## config.mk

```make
export PLATFORM = sky130hd
export DESIGN_NAME = t1fsc_status_counters
export DESIGN_NICKNAME = d
export VERILOG_FILES = /design/src/t1fsc_pkg.sv /design/src/t1fsc_loop_detect.sv /design/src/t1fsc_sec_timer.sv /design/src/t1fsc_status_counters.sv
export SDC_FILE = /design/constraint.sdc
export NUM_CORES = 1
export LEC_CHECK = 0
export BUFFER_PORTS_ARGS = -buffer_cell sky130_fd_sc_hd__buf_4
export CORE_MARGIN = 4
export CORE_UTILIZATION = 46
export CTS_CLUSTER_SIZE = 28
export DETAILED_ROUTE_END_ITERATION = 8
export PLACE_DENSITY_LB_ADDON = 0.15
export RECOVER_POWER = 100
export SYNTH_ARGS = -nofsm -noshare
export SYNTH_HDL_FRONTEND = slang
export SYNTH_SLANG_ARGS = --single-unit
```

## constraint.sdc

```tcl
create_clock -name clock -period 9.15 [get_ports clock]
set_input_delay 1.83 -clock clock [delete_from_list [all_inputs] [get_ports clock]]
set_output_delay 1.83 -clock clock [all_outputs]
set_load 0.05 [all_outputs]
```

## src/t1fsc_pkg.sv

```systemverilog
// Constants shared by the T1 framer status and error counter block
package t1fsc_pkg;
  // ****************************************************************
  // Register map
  // ****************************************************************
  localparam logic [7:0] ADDR_STATUS_ONE = 8'h20;
  localparam logic [7:0] ADDR_STATUS_TWO = 8'h21;
  localparam logic [7:0] ADDR_CV_HIGH    = 8'h23;
  localparam logic [7:0] ADDR_CV_LOW     = 8'h24;
  localparam logic [7:0] ADDR_MASK_TWO   = 8'h6f;
  localparam logic [7:0] ADDR_CONTROL    = 8'h7b;
  localparam logic [7:0] ADDR_MATCH_ONE  = 8'h7c;
  localparam logic [7:0] ADDR_MATCH_TWO  = 8'h7d;
  localparam logic [7:0] ADDR_MASK_ONE   = 8'h7e;
  localparam logic [7:0] REG_RESET       = 8'h00;

  // ****************************************************************
  // Field positions
  // ****************************************************************
  localparam int LOOP_UP_BIT   = 7;
  localparam int LOOP_DOWN_BIT = 6;
  localparam int RX_MFRAME_BIT = 7;
  localparam int TX_MFRAME_BIT = 6;
  localparam int SECOND_BIT    = 5;
  localparam int RFULL_BIT     = 4;
  localparam int TEMPTY_BIT    = 3;
  localparam int MATCH_BIT     = 2;
  localparam int ABORT_BIT     = 1;
  localparam int RCLOST_BIT    = 0;
  localparam int CTL_EXZ_BIT   = 0;
  localparam int CTL_B8ZS_BIT  = 1;

  // ****************************************************************
  // Timing and line figures
  // ****************************************************************
  localparam int CLOCK_MHZ       = 200;
  localparam int LINE_KHZ        = 1544;
  localparam int RCLOST_NS       = 3000;
  localparam int RCLOST_CYCLES   = (RCLOST_NS * CLOCK_MHZ + 999) / 1000;
  localparam int LOOP_WINDOW_MS  = 48;
  localparam int LOOP_WINDOW_BITS = LOOP_WINDOW_MS * LINE_KHZ;
  localparam int SECOND_SHORT_MS = 999;
  localparam int SECOND_LONG_MS  = 1002;
  localparam int SECOND_PHASES   = 3;
  localparam int LOOP_UP_PERIOD  = 5;
  localparam int LOOP_DOWN_PERIOD = 3;
  localparam int LOOP_ERR_SHIFT  = 4;
  localparam int EXZ_PLAIN_RUN   = 16;
  localparam int EXZ_B8ZS_RUN    = 8;
  localparam int ABORT_ONES      = 8;
  localparam int CV_WIDTH        = 16;
endpackage : t1fsc_pkg

```

## src/t1fsc_loop_detect.sv

```systemverilog
// Loop code detector integrating one repeating pattern over a window
`timescale 1ns/100ps
`default_nettype none
module t1fsc_loop_detect #(
  parameter int PERIOD      = t1fsc_pkg::LOOP_UP_PERIOD,
  parameter int WINDOW_BITS = t1fsc_pkg::LOOP_WINDOW_BITS,
  parameter int ONES_LO_SH  = 3,
  parameter int ONES_HI_SH  = 2
) (
  input  wire logic clock,
  input  wire logic sys_rst,
  input  wire logic bitStrobe,
  input  wire logic bitValue,
  output logic      hit
);
  localparam int CW = $clog2(WINDOW_BITS + 1);
  localparam logic [CW-1:0] LAST    = CW'(WINDOW_BITS - 1);
  localparam logic [CW-1:0] ERR_MAX = CW'(WINDOW_BITS >> t1fsc_pkg::LOOP_ERR_SHIFT);
  localparam logic [CW-1:0] ONES_LO = CW'(WINDOW_BITS >> ONES_LO_SH);
  localparam logic [CW-1:0] ONES_HI = CW'(WINDOW_BITS >> ONES_HI_SH);

  typedef struct packed {
    logic [PERIOD-1:0] hist;
    logic [CW-1:0]     bits;
    logic [CW-1:0]     errs;
    logic [CW-1:0]     ones;
    logic              hit;
  } t1fsc_ld_s;

  t1fsc_ld_s st;
  t1fsc_ld_s next_st;

  // Periodicity and density test; framing bits and line errors only
  // add a few mismatches, so a budget of errors is tolerated
  always_comb begin
    next_st     = st;
    next_st.hit = 1'b0;
    if (bitStrobe) begin
      next_st.hist = {st.hist[PERIOD-2:0], bitValue};
      if (st.bits == LAST) begin
        next_st.hit  = (st.errs < ERR_MAX) && (st.ones > ONES_LO)
                       && (st.ones < ONES_HI);
        next_st.bits = '0;
        next_st.errs = '0;
        next_st.ones = '0;
      end else begin
        next_st.bits = st.bits + CW'(1);
        next_st.errs = st.errs + CW'(bitValue ^ st.hist[PERIOD-1]);
        next_st.ones = st.ones + CW'(bitValue);
      end
    end
  end

  // State register
  always_ff @(posedge clock or posedge sys_rst) begin
    if (sys_rst) begin
      st <= '0;
    end else begin
      st <= next_st;
    end
  end

  assign hit = st.hit;
endmodule : t1fsc_loop_detect
`default_nettype wire

```

## src/t1fsc_sec_timer.sv

```systemverilog
// One-second timer counting receive clock edges in a 3-second cycle
`timescale 1ns/100ps
`default_nettype none
module t1fsc_sec_timer #(
  parameter int EDGES_PER_MS = t1fsc_pkg::LINE_KHZ
) (
  input  wire logic clock,
  input  wire logic sys_rst,
  input  wire logic lineEdge,
  output logic      secTick
);
  typedef struct packed {
    logic [10:0] edges;
    logic [10:0] msec;
    logic [1:0]  phase;
    logic        tick;
  } t1fsc_sec_s;

  t1fsc_sec_s st;
  t1fsc_sec_s next_st;
  logic [10:0] msLimit;

  // Two short seconds then one long one keep 3 s exact on average
  always_comb begin
    next_st      = st;
    next_st.tick = 1'b0;
    msLimit = (st.phase == 2'(t1fsc_pkg::SECOND_PHASES - 1))
              ? 11'(t1fsc_pkg::SECOND_LONG_MS - 1)
              : 11'(t1fsc_pkg::SECOND_SHORT_MS - 1);
    if (lineEdge) begin
      if (st.edges == 11'(EDGES_PER_MS - 1)) begin
        next_st.edges = '0;
        if (st.msec == msLimit) begin
          next_st.msec  = '0;
          next_st.tick  = 1'b1;
          next_st.phase = (st.phase == 2'(t1fsc_pkg::SECOND_PHASES - 1))
                          ? 2'h0 : st.phase + 2'h1;
        end else begin
          next_st.msec = st.msec + 11'h1;
        end
      end else begin
        next_st.edges = st.edges + 11'h1;
      end
    end
  end

  // State register
  always_ff @(posedge clock or posedge sys_rst) begin
    if (sys_rst) begin
      st <= '0;
    end else begin
      st <= next_st;
    end
  end

  assign secTick = st.tick;
endmodule : t1fsc_sec_timer
`default_nettype wire

```

## src/t1fsc_status_counters.sv

```systemverilog
// T1 framer status flags, interrupt masks and code violation counter
//
// Summary of operation
// - Loop up and down shown in status one
// - Loop code flag set after 48 ms window
// - Detect codes framed or unframed despite errors
// - Second flag in 999, 999, 1002 ms cycle
// - Flag transmit link buffer empty
// - Flag received link byte matching either byte
// - Flag abort on eight ones in link
// - Flag receive clock lost after 3 us
// - Latch counters at each one-second boundary
// - Counters saturate, never wrap
// - Counter 16 bits, high 0x23, low 0x24
// - Count violations, zero runs, skip B8ZS words
// - Counter runs even without frame sync
`timescale 1ns/100ps
`default_nettype none
module t1fsc_status_counters #(
  parameter int LOOP_WINDOW_BITS = t1fsc_pkg::LOOP_WINDOW_BITS,
  parameter int EDGES_PER_MS     = t1fsc_pkg::LINE_KHZ
) (
  input  wire logic       clock,
  input  wire logic       sys_rst,
  input  wire logic [7:0] address,
  input  wire logic [7:0] writeData,
  input  wire logic       writeStrobe,
  input  wire logic       readStrobe,
  output logic      [7:0] readData,
  output logic            interruptRequest,
  input  wire logic       recvClock,
  input  wire logic       recvPos,
  input  wire logic       recvNeg,
  input  wire logic [5:0] alarmEvents,
  input  wire logic       recvMultiframe,
  input  wire logic       xmitMultiframe,
  input  wire logic       linkBufferFull,
  input  wire logic       xmitLinkEmpty,
  input  wire logic       linkBitStrobe,
  input  wire logic       linkBit,
  input  wire logic       linkByteStrobe,
  input  wire logic [7:0] linkByte
);
  localparam int CW = t1fsc_pkg::CV_WIDTH;
  localparam logic [CW-1:0] CV_MAX = '1;

  // ****************************************************************
  // State
  // ****************************************************************
  typedef struct packed {
    logic          rclkPrev;
    logic [7:0]    statusOne;
    logic [7:0]    statusTwo;
    logic [7:0]    maskOne;
    logic [7:0]    maskTwo;
    logic [7:0]    matchOne;
    logic [7:0]    matchTwo;
    logic [1:0]    control;
    logic [7:0]    readData;
    logic [9:0]    lossCount;
    logic          lastPol;
    logic          oldPol;
    logic [7:0]    symPos;
    logic [7:0]    symNeg;
    logic [7:0]    viol;
    logic [4:0]    zeroRun;
    logic [2:0]    onesRun;
    logic [CW-1:0] accum;
    logic [CW-1:0] cvCount;
  } t1fsc_state_s;

  t1fsc_state_s st;
  t1fsc_state_s next_st;

  // Sticky flag: a set in the clearing cycle wins
  function automatic logic [7:0] sticky(input logic [7:0] old,
                                        input logic [7:0] set,
                                        input logic [7:0] clr);
    sticky = set | (old & ~clr);
  endfunction : sticky

  // Add without passing the top of the counter
  function automatic logic [CW-1:0] satAdd(input logic [CW-1:0] a,
                                           input logic [1:0] inc);
    logic [CW:0] sum;
    sum = {1'b0, a} + (CW+1)'(inc);
    satAdd = sum[CW] ? CV_MAX : sum[CW-1:0];
  endfunction : satAdd

  // ****************************************************************
  // Helpers
  // ****************************************************************
  logic       rclkEdge;
  logic       loopUpHit;
  logic       loopDownHit;
  logic       secTick;
  logic       lineMark;
  logic       violIn;
  logic       wordSeen;
  logic [7:0] violMasked;
  logic       bpvOut;
  logic       exzEvent;
  logic [4:0] exzLimit;
  logic [1:0] cvInc;
  logic [CW-1:0] accumSum;
  logic       lossHit;
  logic       matchHit;
  logic       abortHit;
  logic [7:0] setOne;
  logic [7:0] setTwo;
  logic [7:0] clrOne;
  logic [7:0] clrTwo;

  assign rclkEdge = recvClock & ~st.rclkPrev;
  assign lineMark = recvPos | recvNeg;

  // ****************************************************************
  // Loop code detectors and second timer
  // ****************************************************************
  t1fsc_loop_detect #(
    .PERIOD      (t1fsc_pkg::LOOP_UP_PERIOD),
    .WINDOW_BITS (LOOP_WINDOW_BITS),
    .ONES_LO_SH  (3),
    .ONES_HI_SH  (2)
  ) upDetect (
    .clock     (clock),
    .sys_rst   (sys_rst),
    .bitStrobe (rclkEdge),
    .bitValue  (lineMark),
    .hit       (loopUpHit)
  );

  t1fsc_loop_detect #(
    .PERIOD      (t1fsc_pkg::LOOP_DOWN_PERIOD),
    .WINDOW_BITS (LOOP_WINDOW_BITS),
    .ONES_LO_SH  (2),
    .ONES_HI_SH  (1)
  ) downDetect (
    .clock     (clock),
    .sys_rst   (sys_rst),
    .bitStrobe (rclkEdge),
    .bitValue  (lineMark),
    .hit       (loopDownHit)
  );

  t1fsc_sec_timer #(
    .EDGES_PER_MS (EDGES_PER_MS)
  ) secTimer (
    .clock    (clock),
    .sys_rst  (sys_rst),
    .lineEdge (rclkEdge),
    .secTick  (secTick)
  );

  // ****************************************************************
  // Line code checks
  // ****************************************************************
  // Violations wait eight bits so a whole substitution word can veto
  // its own two intentional violations before they are counted
  always_comb begin
    violIn   = rclkEdge & lineMark & (recvPos == st.lastPol);
    wordSeen = st.control[t1fsc_pkg::CTL_B8ZS_BIT]
      && !(st.symPos[7] | st.symNeg[7]) && !(st.symPos[6] | st.symNeg[6])
      && !(st.symPos[5] | st.symNeg[5]) && !(st.symPos[2] | st.symNeg[2])
      && (st.symPos[4] ^ st.symNeg[4]) && (st.symPos[3] ^ st.symNeg[3])
      && (st.symPos[1] ^ st.symNeg[1]) && (st.symPos[0] ^ st.symNeg[0])
      && (st.symPos[4] == st.oldPol) && (st.symPos[3] != st.symPos[4])
      && (st.symPos[1] == st.symPos[3]) && (st.symPos[0] != st.symPos[1]);
    violMasked = wordSeen ? (st.viol & 8'hed) : st.viol;
    bpvOut     = rclkEdge & violMasked[7];
    exzLimit   = st.control[t1fsc_pkg::CTL_B8ZS_BIT]
                 ? 5'(t1fsc_pkg::EXZ_B8ZS_RUN) : 5'(t1fsc_pkg::EXZ_PLAIN_RUN);
    exzEvent   = rclkEdge & !lineMark & st.control[t1fsc_pkg::CTL_EXZ_BIT]
                 & (st.zeroRun == exzLimit - 5'h1);
    cvInc      = 2'(bpvOut) + 2'(exzEvent);
    accumSum   = satAdd(st.accum, cvInc);
  end

  // ****************************************************************
  // Event sources
  // ****************************************************************
  assign lossHit  = !rclkEdge && (st.lossCount == 10'(t1fsc_pkg::RCLOST_CYCLES - 1));
  assign matchHit = linkByteStrobe && ((linkByte == st.matchOne)
                                    || (linkByte == st.matchTwo));
  assign abortHit = linkBitStrobe && linkBit
                    && (st.onesRun == 3'(t1fsc_pkg::ABORT_ONES - 1));
  assign setOne   = {loopUpHit, loopDownHit, alarmEvents};
  assign setTwo   = {recvMultiframe, xmitMultiframe, secTick, linkBufferFull,
                     xmitLinkEmpty, matchHit, abortHit, lossHit};
  assign clrOne   = (writeStrobe && address == t1fsc_pkg::ADDR_STATUS_ONE)
                    ? writeData : 8'h00;
  assign clrTwo   = (writeStrobe && address == t1fsc_pkg::ADDR_STATUS_TWO)
                    ? writeData : 8'h00;

  // ****************************************************************
  // Next state
  // ****************************************************************
  always_comb begin
    next_st           = st;
    next_st.rclkPrev  = recvClock;
    next_st.statusOne = sticky(st.statusOne, setOne, clrOne);
    next_st.statusTwo = sticky(st.statusTwo, setTwo, clrTwo);
    // Clock watchdog restarts on every edge and holds once expired
    if (rclkEdge) begin
      next_st.lossCount = '0;
    end else if (!lossHit && st.lossCount < 10'(t1fsc_pkg::RCLOST_CYCLES)) begin
      next_st.lossCount = st.lossCount + 10'h1;
    end else begin
      next_st.lossCount = 10'(t1fsc_pkg::RCLOST_CYCLES);
    end
    // Symbol window and run lengths
    if (rclkEdge) begin
      next_st.symPos  = {st.symPos[6:0], recvPos};
      next_st.symNeg  = {st.symNeg[6:0], recvNeg};
      next_st.viol    = {violMasked[6:0], violIn};
      next_st.zeroRun = lineMark ? 5'h0
                        : (st.zeroRun == exzLimit - 5'h1) ? 5'h0 : st.zeroRun + 5'h1;
      if (lineMark) begin
        next_st.lastPol = recvPos;
      end
      if (st.symPos[7] | st.symNeg[7]) begin
        next_st.oldPol = st.symPos[7];
      end
    end else begin
      next_st.viol = violMasked;
    end
    if (linkBitStrobe) begin
      next_st.onesRun = (!linkBit || abortHit) ? 3'h0 : st.onesRun + 3'h1;
    end
    // Counter is never gated by frame sync; it latches each second
    if (secTick) begin
      next_st.cvCount = accumSum;
      next_st.accum   = '0;
    end else begin
      next_st.accum = accumSum;
    end
    // Register writes
    if (writeStrobe) begin
      case (address)
        t1fsc_pkg::ADDR_MASK_ONE:  next_st.maskOne  = writeData;
        t1fsc_pkg::ADDR_MASK_TWO:  next_st.maskTwo  = writeData;
        t1fsc_pkg::ADDR_MATCH_ONE: next_st.matchOne = writeData;
        t1fsc_pkg::ADDR_MATCH_TWO: next_st.matchTwo = writeData;
        t1fsc_pkg::ADDR_CONTROL:   next_st.control  = writeData[1:0];
        default:                   next_st.control  = st.control;
      endcase
    end
    // Register reads; unmapped addresses answer zero
    next_st.readData = 8'h00;
    if (readStrobe) begin
      case (address)
        t1fsc_pkg::ADDR_STATUS_ONE: next_st.readData = st.statusOne;
        t1fsc_pkg::ADDR_STATUS_TWO: next_st.readData = st.statusTwo;
        t1fsc_pkg::ADDR_CV_HIGH:    next_st.readData = st.cvCount[15:8];
        t1fsc_pkg::ADDR_CV_LOW:     next_st.readData = st.cvCount[7:0];
        t1fsc_pkg::ADDR_MASK_ONE:   next_st.readData = st.maskOne;
        t1fsc_pkg::ADDR_MASK_TWO:   next_st.readData = st.maskTwo;
        t1fsc_pkg::ADDR_MATCH_ONE:  next_st.readData = st.matchOne;
        t1fsc_pkg::ADDR_MATCH_TWO:  next_st.readData = st.matchTwo;
        t1fsc_pkg::ADDR_CONTROL:    next_st.readData = {6'h00, st.control};
        default:                    next_st.readData = 8'h00;
      endcase
    end
  end

  // State register
  always_ff @(posedge clock or posedge sys_rst) begin
    if (sys_rst) begin
      st          <= '0;
      st.maskOne  <= t1fsc_pkg::REG_RESET;
      st.maskTwo  <= t1fsc_pkg::REG_RESET;
      st.matchOne <= t1fsc_pkg::REG_RESET;
      st.matchTwo <= t1fsc_pkg::REG_RESET;
    end else begin
      st <= next_st;
    end
  end

  // Outputs; interrupt is a level from registered flags and masks
  assign readData         = st.readData;
  assign interruptRequest = |(st.statusOne & st.maskOne)
                            | |(st.statusTwo & st.maskTwo);
endmodule : t1fsc_status_counters
`default_nettype wire

```

# --- Word-level counts from Yosys, hierarchy flattened ---
# Cells that the tools add are included.
classes:
  add_sub_neg: 15
  order_cmp: 7
  n_eq_ne: 24
  muxes: 27
  n_bitwise: 28
  n_reduce_logical: 44
ops:
  columns: ["cell", "count"]
  rows:
  - ["51-bit 2-to-1 mux", 2]
  - ["8-bit one-hot mux with 9 select lines", 1]
  - ["17-bit by 1-bit adder with 17-bit output", 4]
  - ["8-bit by 7-bit equality test with 1-bit output (second input constant)", 5]
  - ["17-bit by 1-bit adder with 17-bit output (second input constant)", 2]
  - ["17-bit equality test (second input constant)", 2]
  - ["17-bit by 13-bit less-than comparator with 1-bit output (second input constant)", 2]
  - ["8-bit AND", 4]
  - ["8-bit by 6-bit equality test with 1-bit output (second input constant)", 4]
  - ["16-bit 2-to-1 mux", 2]
  - ["8-bit 2-to-1 mux", 4]
  - ["1-bit logical AND", 23]
  - ["11-bit by 1-bit adder with 11-bit output (second input constant)", 2]
  - ["11-bit 2-to-1 mux", 2]
  - ["10-bit 2-to-1 mux", 2]
  - ["5-bit 2-to-1 mux", 4]
  - ["16-bit by 2-bit adder with 17-bit output", 1]
  - ["17-bit by 14-bit > comparator with 1-bit output (second input constant)", 1]
  - ["17-bit by 15-bit > comparator with 1-bit output (second input constant)", 1]
  - ["17-bit by 15-bit less-than comparator with 1-bit output (second input constant)", 1]
  - ["17-bit by 16-bit less-than comparator with 1-bit output (second input constant)", 1]
  - ["8-bit equality test", 2]
  - ["8-bit inverter", 2]
  - ["8-bit bitwise OR", 2]
  - ["28 further kinds", 69]
word_totals:
  register_bits: 272
  in_bits: 44
  out_inout_bits: 9
  word_cells: 178

# --- Depth between registers and ports, before layout ---
# Gate-level depths: netlist (run 1).
logic_depth:
  word_depth: 16
  depth_mapped: 12

# --- By module ---
# A second synthesis (run 1) with hierarchy kept.
unflattened:
  cells_unflattened: 1327
  area_unflattened_um2: 13693.1
modules_own_cells:
  columns: ["module", "n_inst", "cells_per_inst", "area_per_inst_um2", "seq_area_each_um2"]
  rows:
  - ["t1fsc_status_counters", 1, 622, 6612.6, 3378.2]
  - ["t1fsc_loop_detect (upDetect)", 1, 285, 2884.0, 1426.4]
  - ["t1fsc_loop_detect (downDetect)", 1, 287, 2835.2, 1376.3]
  - ["t1fsc_sec_timer", 1, 133, 1361.3, 625.6]

# --- Worst setup path after synthesis (run 1) ---
# No wires, ideal clock.
synth_path:
  path_type: "input port to flip-flop"
  from: "input recvClock"
  to: "register st[5] (netlist bit)"
  setup_time_ps: 82
  arrival_time_ps: 4237
  t_required_ps: 9068
  slack_ps: 4831
  path_stages: 11
  path_cell_list: "buf_4 nor4b_1 nand2_1 nor4_1 fa_1 ha_1 nand2_1 nor4_4 nand2_2 buf_2 a31oi_1"
synth_via:
  elab_chain_len: 7
  elab_cells_between_ends: 8
synth_rtl:
  columns: ["item", "line", "rtl"]
  rows:
  - ["from (decl)", "t1fsc_status_counters.sv:31", "input wire logic recvClock,"]
  - ["1-bit AND (*)", "t1fsc_status_counters.sv:114", "assign rclkEdge = recvClock & ~st.rclkPrev;"]
  - ["1-bit AND (2 in series)", "t1fsc_status_counters.sv:173", "exzEvent = rclkEdge & !lineMark & st.control[t1fsc_pkg::CTL_EXZ_BIT]"]
  - ["1-bit AND", "t1fsc_status_counters.sv:174", "& (st.zeroRun == exzLimit - 5'h1);"]
  - ["1-bit by 1-bit adder with 2-bit output (*)", "t1fsc_status_counters.sv:175", "cvInc = 2'(bpvOut) + 2'(exzEvent);"]
  - ["16-bit by 2-bit adder with 17-bit output (*)", "t1fsc_status_counters.sv:86", "sum = {1'b0, a} + (CW+1)'(inc);"]
  - ["16-bit 2-to-1 mux (*)", "t1fsc_status_counters.sv:87", "satAdd = sum[CW] ? CV_MAX : sum[CW-1:0];"]
  - ["to (signal assigned)", "t1fsc_status_counters.sv:275", "st <= next_st;"]
  - ["to (decl)", "t1fsc_status_counters.sv:72", "t1fsc_state_s st;"]
# Mark *: on every way between the ends. The rest lies on a longest branch, timed or not.
# A chain may end at the register's enable or synchronous reset.

==> summary.md, run 1 <==
| Metric | Value |
|---|---|
| Max_cap viols | 6 |
| Reg2Reg Depth | 6 |
| Post-cts resize count | 0 |
| Detail Route Antenna Nets | 0 |
| Core Region | 0.0289 mm² |
| Cells along the critical path | clkbuf_1 -> nor2b_1 -> clkbuf_1 -> nand3_1 -> nor2_1 -> buf_4 -> o2111a_1 |
| Hold_sp | downDetect.hit |
| CP Capture Type | flip-flop |
| Dpl hpwl | 19,800 µm |
| Post-synth top area share | 0.497 |
| Area growth syn-to-layout | 11.4% |
| Final core utilization | 0.523 |
| Slowest CP cell | clkbuf_1 |
| Crit Reg-Reg Startpoint | st[134] |
| First-pass GRT wire length | 50,900 µm |
| Total GRT Usage | 0.183 |
| FFs w/ async S/R, synth | 1.00 |
| Crit path time final | 6.09 ns |
| Synth Cell Area | 0.0136 mm² |
| Worst-Skew Late Latency | 0.54 ns |
| Die Area | 0.0323 mm² |
| Gr ovfl total | 0 |
| Largest cells by area after synthesis | dfrtp_1, nand2_1, xnor2_1, mux2_2, nor2_1 |
| CP required | 9.62 ns |
| R2r endpoint | downDetect.hit |
| Final worst-path cycle share | 0.666 |
| DR pass1 iterations | 5 |
| Unique masters post-synth | 75 |
| Register area share after synthesis | 0.497 |
| Leak | 6.58 nW |
| Port bufs | 52 |
| Vias in the first global route | 9,908 |
| Drt wl/cell | 16.7 µm |
| Postcts setup bufs | 0 |
| Nets | 1,445 |
| Failing checks | max-capacitance violations, max-slew violations |
| Initial antenna violation count | 0 |
| R2R setup slack | 4.41 ns |
| Final hold viol count | 0 |
| Post-synth top flop | dfrtp_1 |
| CTS Hold Buffers Added | 0 |
| Synthesized area per cell | 10.0 µm² |
| Clock Skew | 0.00615 ns |
| Routed vias | 10,082 |
| Initial DRC Count | 690 |
| Max VDD drop | 0.160 mV |
| RSZ-0062 raised after global routing | false |
| Via density | 5.63 |
| Worst Hold Class | reg -> reg |
| Sink Count | 269 |
| Gpl congestion | 0.834 |
| Starting Density | 0.470 |
| Most common cell after layout, fill and taps aside | dfrtp_1 |
| CP Class | in -> reg |
| Worst hold path depth | 1 |
| Fillers | 2,647 |
| Worst-path clk slew | 0.06 ns |
| FP Rows | 62 |
| Most used cell, CP | clkbuf_1 |
| Number of synthesized register bits | 269 |
| Slew @ Worst Pin | 2.97 ns |
| Worst EP arrival | 6.56 ns |
| Die W | 180 µm |
| Hold path endpoint | st[132] |
| Slowest Stage Delay on Critical Path | 2.12 ns |
| Final Setup Violations | 0 |
| Status | complete, but fails checks |
| Post-synth EDFFs | 0 |
| Smallest hold slack | 0.426 ns |
| CP max FO | 63 |
| Final setup TNS | 0 ns |
| # DRC | 0 |
| Synth area leader | dfrtp_1 |
| Root Buffer | clkbuf_16 |
| Deepest clock path buffer count | 3 |
| H-tree lvl count | 1 |
| Pwr Density | 196 mW/mm² |
| Final WL | 29,900 µm |
| Ratio of cells with drive above 1 in the final layout | 0.108 |
| Slew headroom | -0.982 |
| Io pins | 53 |
| Diode count | 0 |
| Inserted Clock Buffers | 30 |
| Most used cells in the layout excluding fill and tap cells | dfrtp_1, nand2_1, nor2_1 |
| Max-slew violations | 208 |
| DIE HEIGHT | 180 µm |
| Largest net degree at the start of global routing | 187 |
| Syn nets | 1,414 |
| Gate Count Post-Synth | 1,352 |
| CTS tree | yes |
| Worst Setup Start Kind | primary input |
| Maximum clock rate | 164 MHz |
| YS warnings | 0 |
## cells by family (layout without fill, tap and decap cells)
family	after synthesis	after routing	synth area share
compound gates	236	236	0.114
fa+ha+maj	18	18	0.0172
flops	269	269	0.497
buf+inv	85	139	0.0280
mux	62	62	0.0498
simple gates	578	578	0.227
xor+xnor	104	104	0.0672
## worst max-delay path, delay by kind of cell
family / cells / cell delay (ns)
buffers and inverters: 3 / 3.10
AND/OR/NAND/NOR: 3 / 1.35
AO/OA/AOI/OAI: 1 / 0.25
## report_power, final
part | internal [W] | switching [W]
Clock | 0.000743 | 0.000466
Combinational | 0.000144 | 0.000174
Sequential | 0.00131 | 0.000124
## metal layers
metal	vias up	track usage	share of wire	routed length (µm)
li1	4938	-	-	-
met1	4919	0.261	0.47	14200
met2	161	0.296	0.46	13700
met3	64	0.0247	0.039	1160
met4	0	0.0515	0.027	819
met5	-	0	0	0
## synth_stat cells (4+ instances only)
cell,number
dfrtp_1,269
nand2_1,192
nor2_1,97
a21oi_1,68
xnor2_1,68
nand3_1,46
mux2_2,44
o21ai_0,44
nand4_1,36
xor2_1,36
clkbuf_1,32
nor3_1,31
inv_1,22
and3_1,19
nor4_1,19
a31oi_1,18
buf_2,18
mux2i_1,18
a22o_1,17
ha_1,17
or3_1,17
a21o_1,16
and2_1,16
and4_1,16
nor4b_1,13
or4_1,13
and4b_1,12
o31ai_1,11
buf_4,10
a22oi_1,9
nand2b_1,8
a211o_1,7
o2bb2ai_1,7
nor3b_1,6
nor4bb_1,6
o211ai_1,6
nand3_2,5
nor2b_1,5
a221oi_1,4
o2111ai_1,4
o22ai_1,4
## worst max-delay path by stage
stage	to	from	cells after the start
final	downDetect.hit	recvClock	7
after global routing	downDetect.hit	recvClock	7
after floorplan	downDetect.hit	sys_rst	1
after global placement	st[6]	recvClock	10
after detailed placement	st[6]	recvClock	10
after CTS	st[9]	recvClock	10
## through the flow
step	worst slack, ns	instances	power (W)	cell area [µm²]
floorplan	3.77	1352	0.00167	13600
global route	2.62	1790	0.00312	15100
finish	3.06	1790	0.00296	15100
global placement	4.35	1735	0.00176	14200
CTS	4.75	1790	0.00300	15300
detailed placement	4.21	1735	0.00177	14200
## sequential cells by signal, indices dropped and copies added, names as in the netlist
signal and flops:
upDetect.hit 1, upDetect.st 56, secTimer.secTick 1, downDetect.st 51, readData 8, downDetect.hit 1, st 127, secTimer.st 24
## area by class of cell
type | instances | area (µm²) | area share
Timing Repair Buffer | 62 | 410 | 0.0272
Inverter | 22 | 83.8 | 0.00555
Sequential cell | 269 | 6730 | 0.446
Tap cell | 384 | 480 | 0.0318
Multi-Input combinational cell | 998 | 6370 | 0.422
Clock buffer | 45 | 918 | 0.0608
Clock inverter | 10 | 100 | 0.00663
Power figures use the tool's default switching activity.
==> inputs of run 2 (changes only) <==
Settings changed: ABC_AREA from default to 1.
Clock period 9.15 ns to 5.42 ns, I/O delays scaled along.
==> run 2 against run 1 <==
Against the previous run:
- the run still ends with max-capacitance violations, max-slew violations left
- core utilization down 0.19 points
- flip-flop and latch count unchanged
- cell count up 37%
- sequential power up 74%
- final area up 9.2%
- combinational power up 120%
- register-to-register slack worse by 2.7 ns
- clock power up 93%
- sequential share of layout area down 3.8 points
==> summary.md, run 2 <==
| Metric | Value |
|---|---|
| Final setup TNS | 0 ns (unchanged) |
| Met2 Track Usage GR | 0.326 (+0.0298) |
| Nets | 2,086 (+44%) |
| Vias in the first global route | 12,217 (+23%) |
| Met3 GRT Util | 0.0308 (+0.00614) |
| Final worst-path cycle share | 0.742 |
| DR pass1 iterations | 5 (unchanged) |
| Synth Cell Area | 0.0148 mm² (+9.1%) |
| Failing checks | max-capacitance violations, max-slew violations |
| Worst Setup Start Kind | primary input |
| CP Class | in -> reg |
| Largest net degree at the start of global routing | 132 (-29%) |
| Biggest registers after layout | st (127), upDetect.st (56), downDetect.st (51) |
| Most common cell after layout, fill and taps aside | nand2_1 |
| Initial antenna violation count | 0 (unchanged) |
| Post-synth top flop | dfrtp_1 |
| Pwr Density | 335 mW/mm² (+71%) |
| Die Area | 0.0351 mm² (+8.7%) |
| Diode count | 0 (unchanged) |
| Sink Count | 269 (unchanged) |
| DIE HEIGHT | 187 µm (+4.3%) |
| R2R setup slack | 1.70 ns (-2.71 ns) |
| Max reg flops | 127 (unchanged) |
| Syn nets | 2,042 (+44%) |
| Gpl congestion | 0.895 (+7.4%) |
| Gr ovfl total | 0 (unchanged) |
| Hold path endpoint | st[44] |
| Top-count cell post-synth | nand2_1 |
| Final WL | 34,700 µm (+16%) |
| Starting Density | 0.468 (-0.00210) |
| Synthesized area per cell | 7.47 µm² (-25%) |
| Maximum clock rate | 249 MHz |
| Core Region | 0.0316 mm² (+9.6%) |
| Inserted Clock Buffers | 34 (+13%) |
| H-tree lvl count | 2 (+1) |
| Grt met1 use | 0.276 (+0.0150) |
| Largest register by flop count | st |
| Via density | 5.22 (-7.4%) |
| RSZ-0062 raised after global routing | false |
| Initial DRC Count | 914 (+32%) |
| Register area share after synthesis | 0.455 (-0.0416) |
| Crit path time final | 4.02 ns |
| Number of synthesized register bits | 269 (unchanged) |
| CTS Hold Buffers Added | 0 (unchanged) |
| Area growth syn-to-layout | 11.5% (about the same) |
| CP Capture Type | flip-flop |
| YS warnings | 0 (unchanged) |
| Max VDD drop | 0.246 mV (+53%) |
| Ratio of cells with drive above 1 in the final layout | 0.0620 (-0.0461) |
| Max_cap viols | 4 (-2) |
| Design Power | 0.00552 W (+87%) |
| Unique masters post-synth | 47 (-37%) |
| Worst-path clk slew | 0.06 ns (about the same) |
| R2r endpoint | st[12] |
| Hold_sp | st[43] |
| Slew headroom | -0.423 (+0.559) |
| FFs w/ async S/R, synth | 1.00 (unchanged) |
| Post-synth EDFFs | 0 (unchanged) |
| Postcts setup bufs | 0 (unchanged) |
| Worst hold path depth | 2 (+1) |
| Routed vias | 12,788 (+27%) |
| Io pins | 53 (unchanged) |
| Die W | 187 µm (+4.3%) |
| GRT Max-Usage Layer | met2 |
| FP Rows | 65 (+4.8%) |
| Reg2Reg Depth | 14 (+8) |
| Most used cells in the layout excluding fill and tap cells | nand2_1, dfrtp_1, inv_1 |
| Deepest clock path buffer count | 3 (unchanged) |
| Worst Hold Class | reg -> reg |
| Max-slew violations | 140 (-33%) |
| Worst EP arrival | 4.41 ns (-2.15 ns) |
| Final hold viol count | 0 (unchanged) |
| Drt wl/cell | 14.2 µm (-15%) |
| CP max FO | 28 (-56%) |
| Gate Count Post-Synth | 1,980 (+46%) |
| Crit Reg-Reg Startpoint | st[134] |
| Leak | 8.09 nW (+23%) |
| # DRC | 0 (unchanged) |
| Synth area leader | dfrtp_1 |
| Worst-Skew Late Latency | 0.51 ns (-0.03 ns) |
| Dpl hpwl | 24,600 µm (+24%) |
| First-pass GRT wire length | 59,700 µm (+17%) |
| Port bufs | 52 (unchanged) |
| Largest cells by area after synthesis | dfrtp_1, nand2_1, nand3_1, inv_1, nor2_1 |
| Slew @ Worst Pin | 2.13 ns (-0.847 ns) |
| Post-synth top area share | 0.455 (-0.0416) |
| Root Buffer | clkbuf_16 |
| Clock Skew | 0.0143 ns (+0.00813 ns) |
| Synth top cells by count | nand2_1, dfrtp_1, inv_1, nor2_1, nand3_1 |
| Total GRT Usage | 0.199 (+0.0156) |
| Status | complete, but fails checks |
| CP required | 5.81 ns (-3.81 ns) |
| Detail Route Antenna Nets | 0 (unchanged) |
| CTS tree | yes |
| Post-cts resize count | 0 (unchanged) |
| Final Setup Violations | 0 (unchanged) |
[run 2: cell types whose count changed after synthesis, sizes merged, moves of 23 or more]
cell,before,now
a21oi,69,46
inv,22,258
mux2,44,0
nand2,194,502
nand3,51,198
nand4,37,69
nor2,98,259
nor3,33,59
o21ai,44,136
xnor2,68,19
[run 2: logic make-up (layout without fill, tap and decap cells)]
family,count (synthesis),in the layout,synth area share
buffers and inverters,310,379,0.0843
AOI/OAI and AO/OA,213,213,0.0793
muxes,1,1,0.000677
xor gates and xnor gates,61,61,0.0361
DFF,269,269,0.455
and+or+nand+nor,1108,1108,0.329
adders and majority gates,18,18,0.0157
[run 2: how the worst max path moves through the flow]
stage | from | to | slack [ns]
global placement | recvPos | st[31] | 1.56
detailed placement | recvPos | st[12] | 1.54
global route | recvClock | st[12] | 0.95
CTS | recvPos | st[12] | 2.06
finish | recvClock | downDetect.st[42] | 1.40
floorplan | sys_rst | downDetect.hit | 0.78
[run 2: metrics by stage]
stage / utilization / worst slack (ns) / instances / hold WS, ns / instance area (µm²)
after CTS: 0.527 / 2.06 / 2451 / 0.478 / 16700
after floorplan: - / 0.783 / 1980 / 0.409 / 14800
final: 0.521 / 1.40 / 2451 / 0.477 / 16500
after global placement: 0.490 / 1.56 / 2390 / 0.459 / 15500
after detailed placement: 0.490 / 1.54 / 2390 / 0.464 / 15500
after global routing: 0.521 / 0.948 / 2451 / 0.500 / 16500
[run 2: critical path, cell delays in order]
cell	delay [ns]
clkbuf_1	0.12
clkinv_1	0.07
nor2_1	1.55
nand2_1	0.41
nor2_2	0.68
inv_1	0.28
o21ai_0	0.16
a21oi_1	0.07
[run 2: layout make-up]
type / instances / area [µm²]
clock inverter: 14 / 178
multi-input combinational: 1401 / 6720
fill: 3096 / 15100
timing repair buffer: 60 / 404
sequential: 269 / 6730
tap: 402 / 503
inverter: 258 / 970
clock buffer: 47 / 983
[run 2: metal layers]
layer | vias up | share of wire
met4 | 0 | 0.022
met3 | 50 | 0.048
li1 | 6465 | -
met1 | 5987 | 0.46
met5 | - | 0
met2 | 286 | 0.47
[run 2: power breakdown]
part | leakage, nW | switching (W) | internal [W] | total [W]
Sequential | 3.29 | 0.000240 | 0.00225 | 0.00249
Clock | 0.564 | 0.000868 | 0.00146 | 0.00233
Combinational | 4.23 | 0.000435 | 0.000274 | 0.000708
==> inputs of run 3 (changes only) <==
Settings changed: ABC_AREA 1 to 0.
Clock period 5.42 ns to 4.2 ns, I/O delays scaled along.
==> run 3 against run 2 <==
Against the previous run:
- non-clock buffer count rose by 6
- first-iteration DRC count fell by 30%
- sequential share of layout area rose by 3.7 points
- flip-flop and latch count did not move
- total power rose by 16%
- via count fell by 21%
- clock power rose by 12%
- the run still ends with max-capacitance violations, max-slew violations left
- largest cell class unchanged
- cell count fell by 27%
- register-to-register slack got worse by 0.87 ns
- setup slack got worse by 0.80 ns
==> summary.md, run 3 (synthesis gave the netlist of run 1 again) <==
| Metric | Value |
|---|---|
| Status | complete, but fails checks |
| Failing checks | max-capacitance violations, max-slew violations |
| Vias in the first global route | 9,924 (-19%) |
| Worst EP arrival | 4.07 ns (-0.34 ns) |
| Non-filler instance count after layout | 1,794 (-27%) |
| Fillers | 2,649 (-14%) |
| DR pass1 iterations | 5 (unchanged) |
| Crit path time final | 3.60 ns |
| Setup slack after layout | 0.596 ns (-0.801 ns) |
| DIE HEIGHT | 180 µm (-4.1%) |
| Die Area | 0.0323 mm² (-8.0%) |
| Worst-Skew Late Latency | 0.55 ns (+0.04 ns) |
| Maximum clock rate | 277 MHz |
| Most used cells in the layout excluding fill and tap cells | dfrtp_1, nand2_1, nor2_1 |
| Detail Route Antenna Nets | 0 (unchanged) |
| Largest net degree at the start of global routing | 87 (-34%) |
| Area growth syn-to-layout | 11.6% (about the same) |
| Starting Density | 0.470 (+0.00210) |
| CTS tree | yes |
| Register area | 0.00673 mm² (unchanged) |
| Routed vias | 10,062 (-21%) |
| Deepest clock path buffer count | 3 (unchanged) |
| Final worst-path cycle share | 0.858 |
| Initial DRC Count | 639 (-30%) |
| Worst-path clk slew | 0.05 ns (about the same) |
| Largest register by flop count | st |
| Post-Place Cells | 1,739 (-27%) |
| Gpl congestion | 0.851 (-4.9%) |
| Post-cts resize count | 0 (unchanged) |
| FP Rows | 62 (-4.6%) |
| Drt wl/cell | 16.5 µm (+17%) |
| CP max FO | 63 (+130%) |
| Core Region | 0.0289 mm² (-8.8%) |
| Ratio of cells with drive above 1 in the final layout | 0.112 (+0.0501) |
| Final setup TNS | 0 ns (unchanged) |
| Max_cap viols | 4 (unchanged) |
| Worst Hold Class | reg -> reg |
| H-tree lvl count | 1 (-1) |
| Gr ovfl total | 0 (unchanged) |
| Dpl hpwl | 20,000 µm (-19%) |
| # DRC | 0 (unchanged) |
| Area of the multi-input gates | 0.00639 mm² (-4.9%) |
| Via density | 5.61 (+7.5%) |
| Diode count | 0 (unchanged) |
| Max-slew violations | 223 (+59%) |
| Inserted Clock Buffers | 31 (-8.8%) |
| Worst Path Buf+Inv | 3 (unchanged) |
| CP Capture Type | flip-flop |
| Kind of cell adding the most delay to the critical path | buffers and inverters |
| Nets | 1,450 (-30%) |
| Clock Skew | 0.0157 ns (+0.00143 ns) |
| Postcts setup bufs | 0 (unchanged) |
| First-pass GRT wire length | 51,300 µm (-14%) |
| Slew headroom | -0.403 (+0.0192) |
| Cells along the critical path | clkbuf_1 -> nor2b_1 -> clkbuf_2 -> nand3_1 -> nor2_2 -> buf_4 -> o2111a_1 |
| Biggest registers after layout | st (127), upDetect.st (56), downDetect.st (51) |
| Max reg flops | 127 (unchanged) |
| CTS Hold Buffers Added | 0 (unchanged) |
| RSZ-0062 raised after global routing | false |
| Total GRT Usage | 0.184 (-0.0145) |
| Final Setup Violations | 0 (unchanged) |
| Final WL | 29,700 µm (-14%) |
| Initial antenna violation count | 1 (+1) |
| Root Buffer | clkbuf_16 |
| Slew @ Worst Pin | 2.11 ns (-0.0209 ns) |
| Pwr Density | 425 mW/mm² (+27%) |
| Final hold viol count | 0 (unchanged) |
| Pre-CTS setup slack | 0.493 ns (-1.05 ns) |
| Leak | 6.60 nW (-18%) |
| Io pins | 53 (unchanged) |
| Sink Count | 269 (unchanged) |
| Port bufs | 52 (unchanged) |
| Max VDD drop | 0.307 mV (+25%) |
| Most common cell after layout, fill and taps aside | dfrtp_1 |
| Slowest Stage Delay on Critical Path | 1.00 ns (-0.55 ns) |
| Design Power | 0.00643 W (+16%) |
| Final core utilization | 0.524 (+0.00285) |
| Die W | 180 µm (-4.1%) |
| Worst Setup Start Kind | primary input |
| CP Class | in -> reg |
| CP required | 4.67 ns (-1.14 ns) |
| Slowest CP cell | clkbuf_2 |
[run 3: worst reg2reg max path: cells and delay by family, from the launching register on]
kind	cells	cell delay (ns)
fa+ha+maj	2	0.54
buf+inv	1	0.20
flops	1	0.54
simple gates	6	1.74
compound gates	1	0.26
[run 3: path summary, 6_finish.rpt]
| kind | depth (start not counted) | from | end | slack (ns) |
|---|---|---|---|---|
| worst max register to register | 10 | st[134] | st[6] | 0.83 |
| worst min register to register | 1 | downDetect.hit | st[132] | 0.43 |
| min in group asynchronous | 2 | sys_rst | st[130] | 0.47 |
| max in group asynchronous | 3 | sys_rst | downDetect.st[42] | 1.21 |
| worst min-delay path | 1 | downDetect.hit | st[132] | 0.43 |
| worst max-delay path | 7 | recvClock | downDetect.hit | 0.60 |
[run 3: through the flow]
stage	instance area (µm²)	hold slack, ns
floorplan	13600	0.404
global placement	14300	0.415
detailed placement	14300	0.426
CTS	15300	0.341
global route	15100	0.452
finish	15100	0.433
[run 3: where the power goes]
group          switching [W]  total (W)  internal, W
Combinational       0.000378   0.000691     0.000314
Clock                0.00103    0.00262      0.00159
Sequential          0.000271    0.00312      0.00285
[run 3: cell type report]
class / instances / share of cell area
clock inverters: 9 / 0.00645
clock buffers: 46 / 0.0596
well taps: 384 / 0.0318
inverters: 22 / 0.00554
multi-input cells: 998 / 0.423
repair buffers: 66 / 0.0290
flip-flops and latches: 269 / 0.445
[run 3: layer usage]
| metal | track usage | share of wire | vias up |
|---|---|---|---|
| met5 | 0 | 0.00044 | - |
| met4 | 0.0418 | 0.020 | 2 |
| met1 | 0.265 | 0.47 | 4900 |
| met2 | 0.296 | 0.46 | 169 |
| li1 | - | - | 4943 |
| met3 | 0.0301 | 0.042 | 48 |
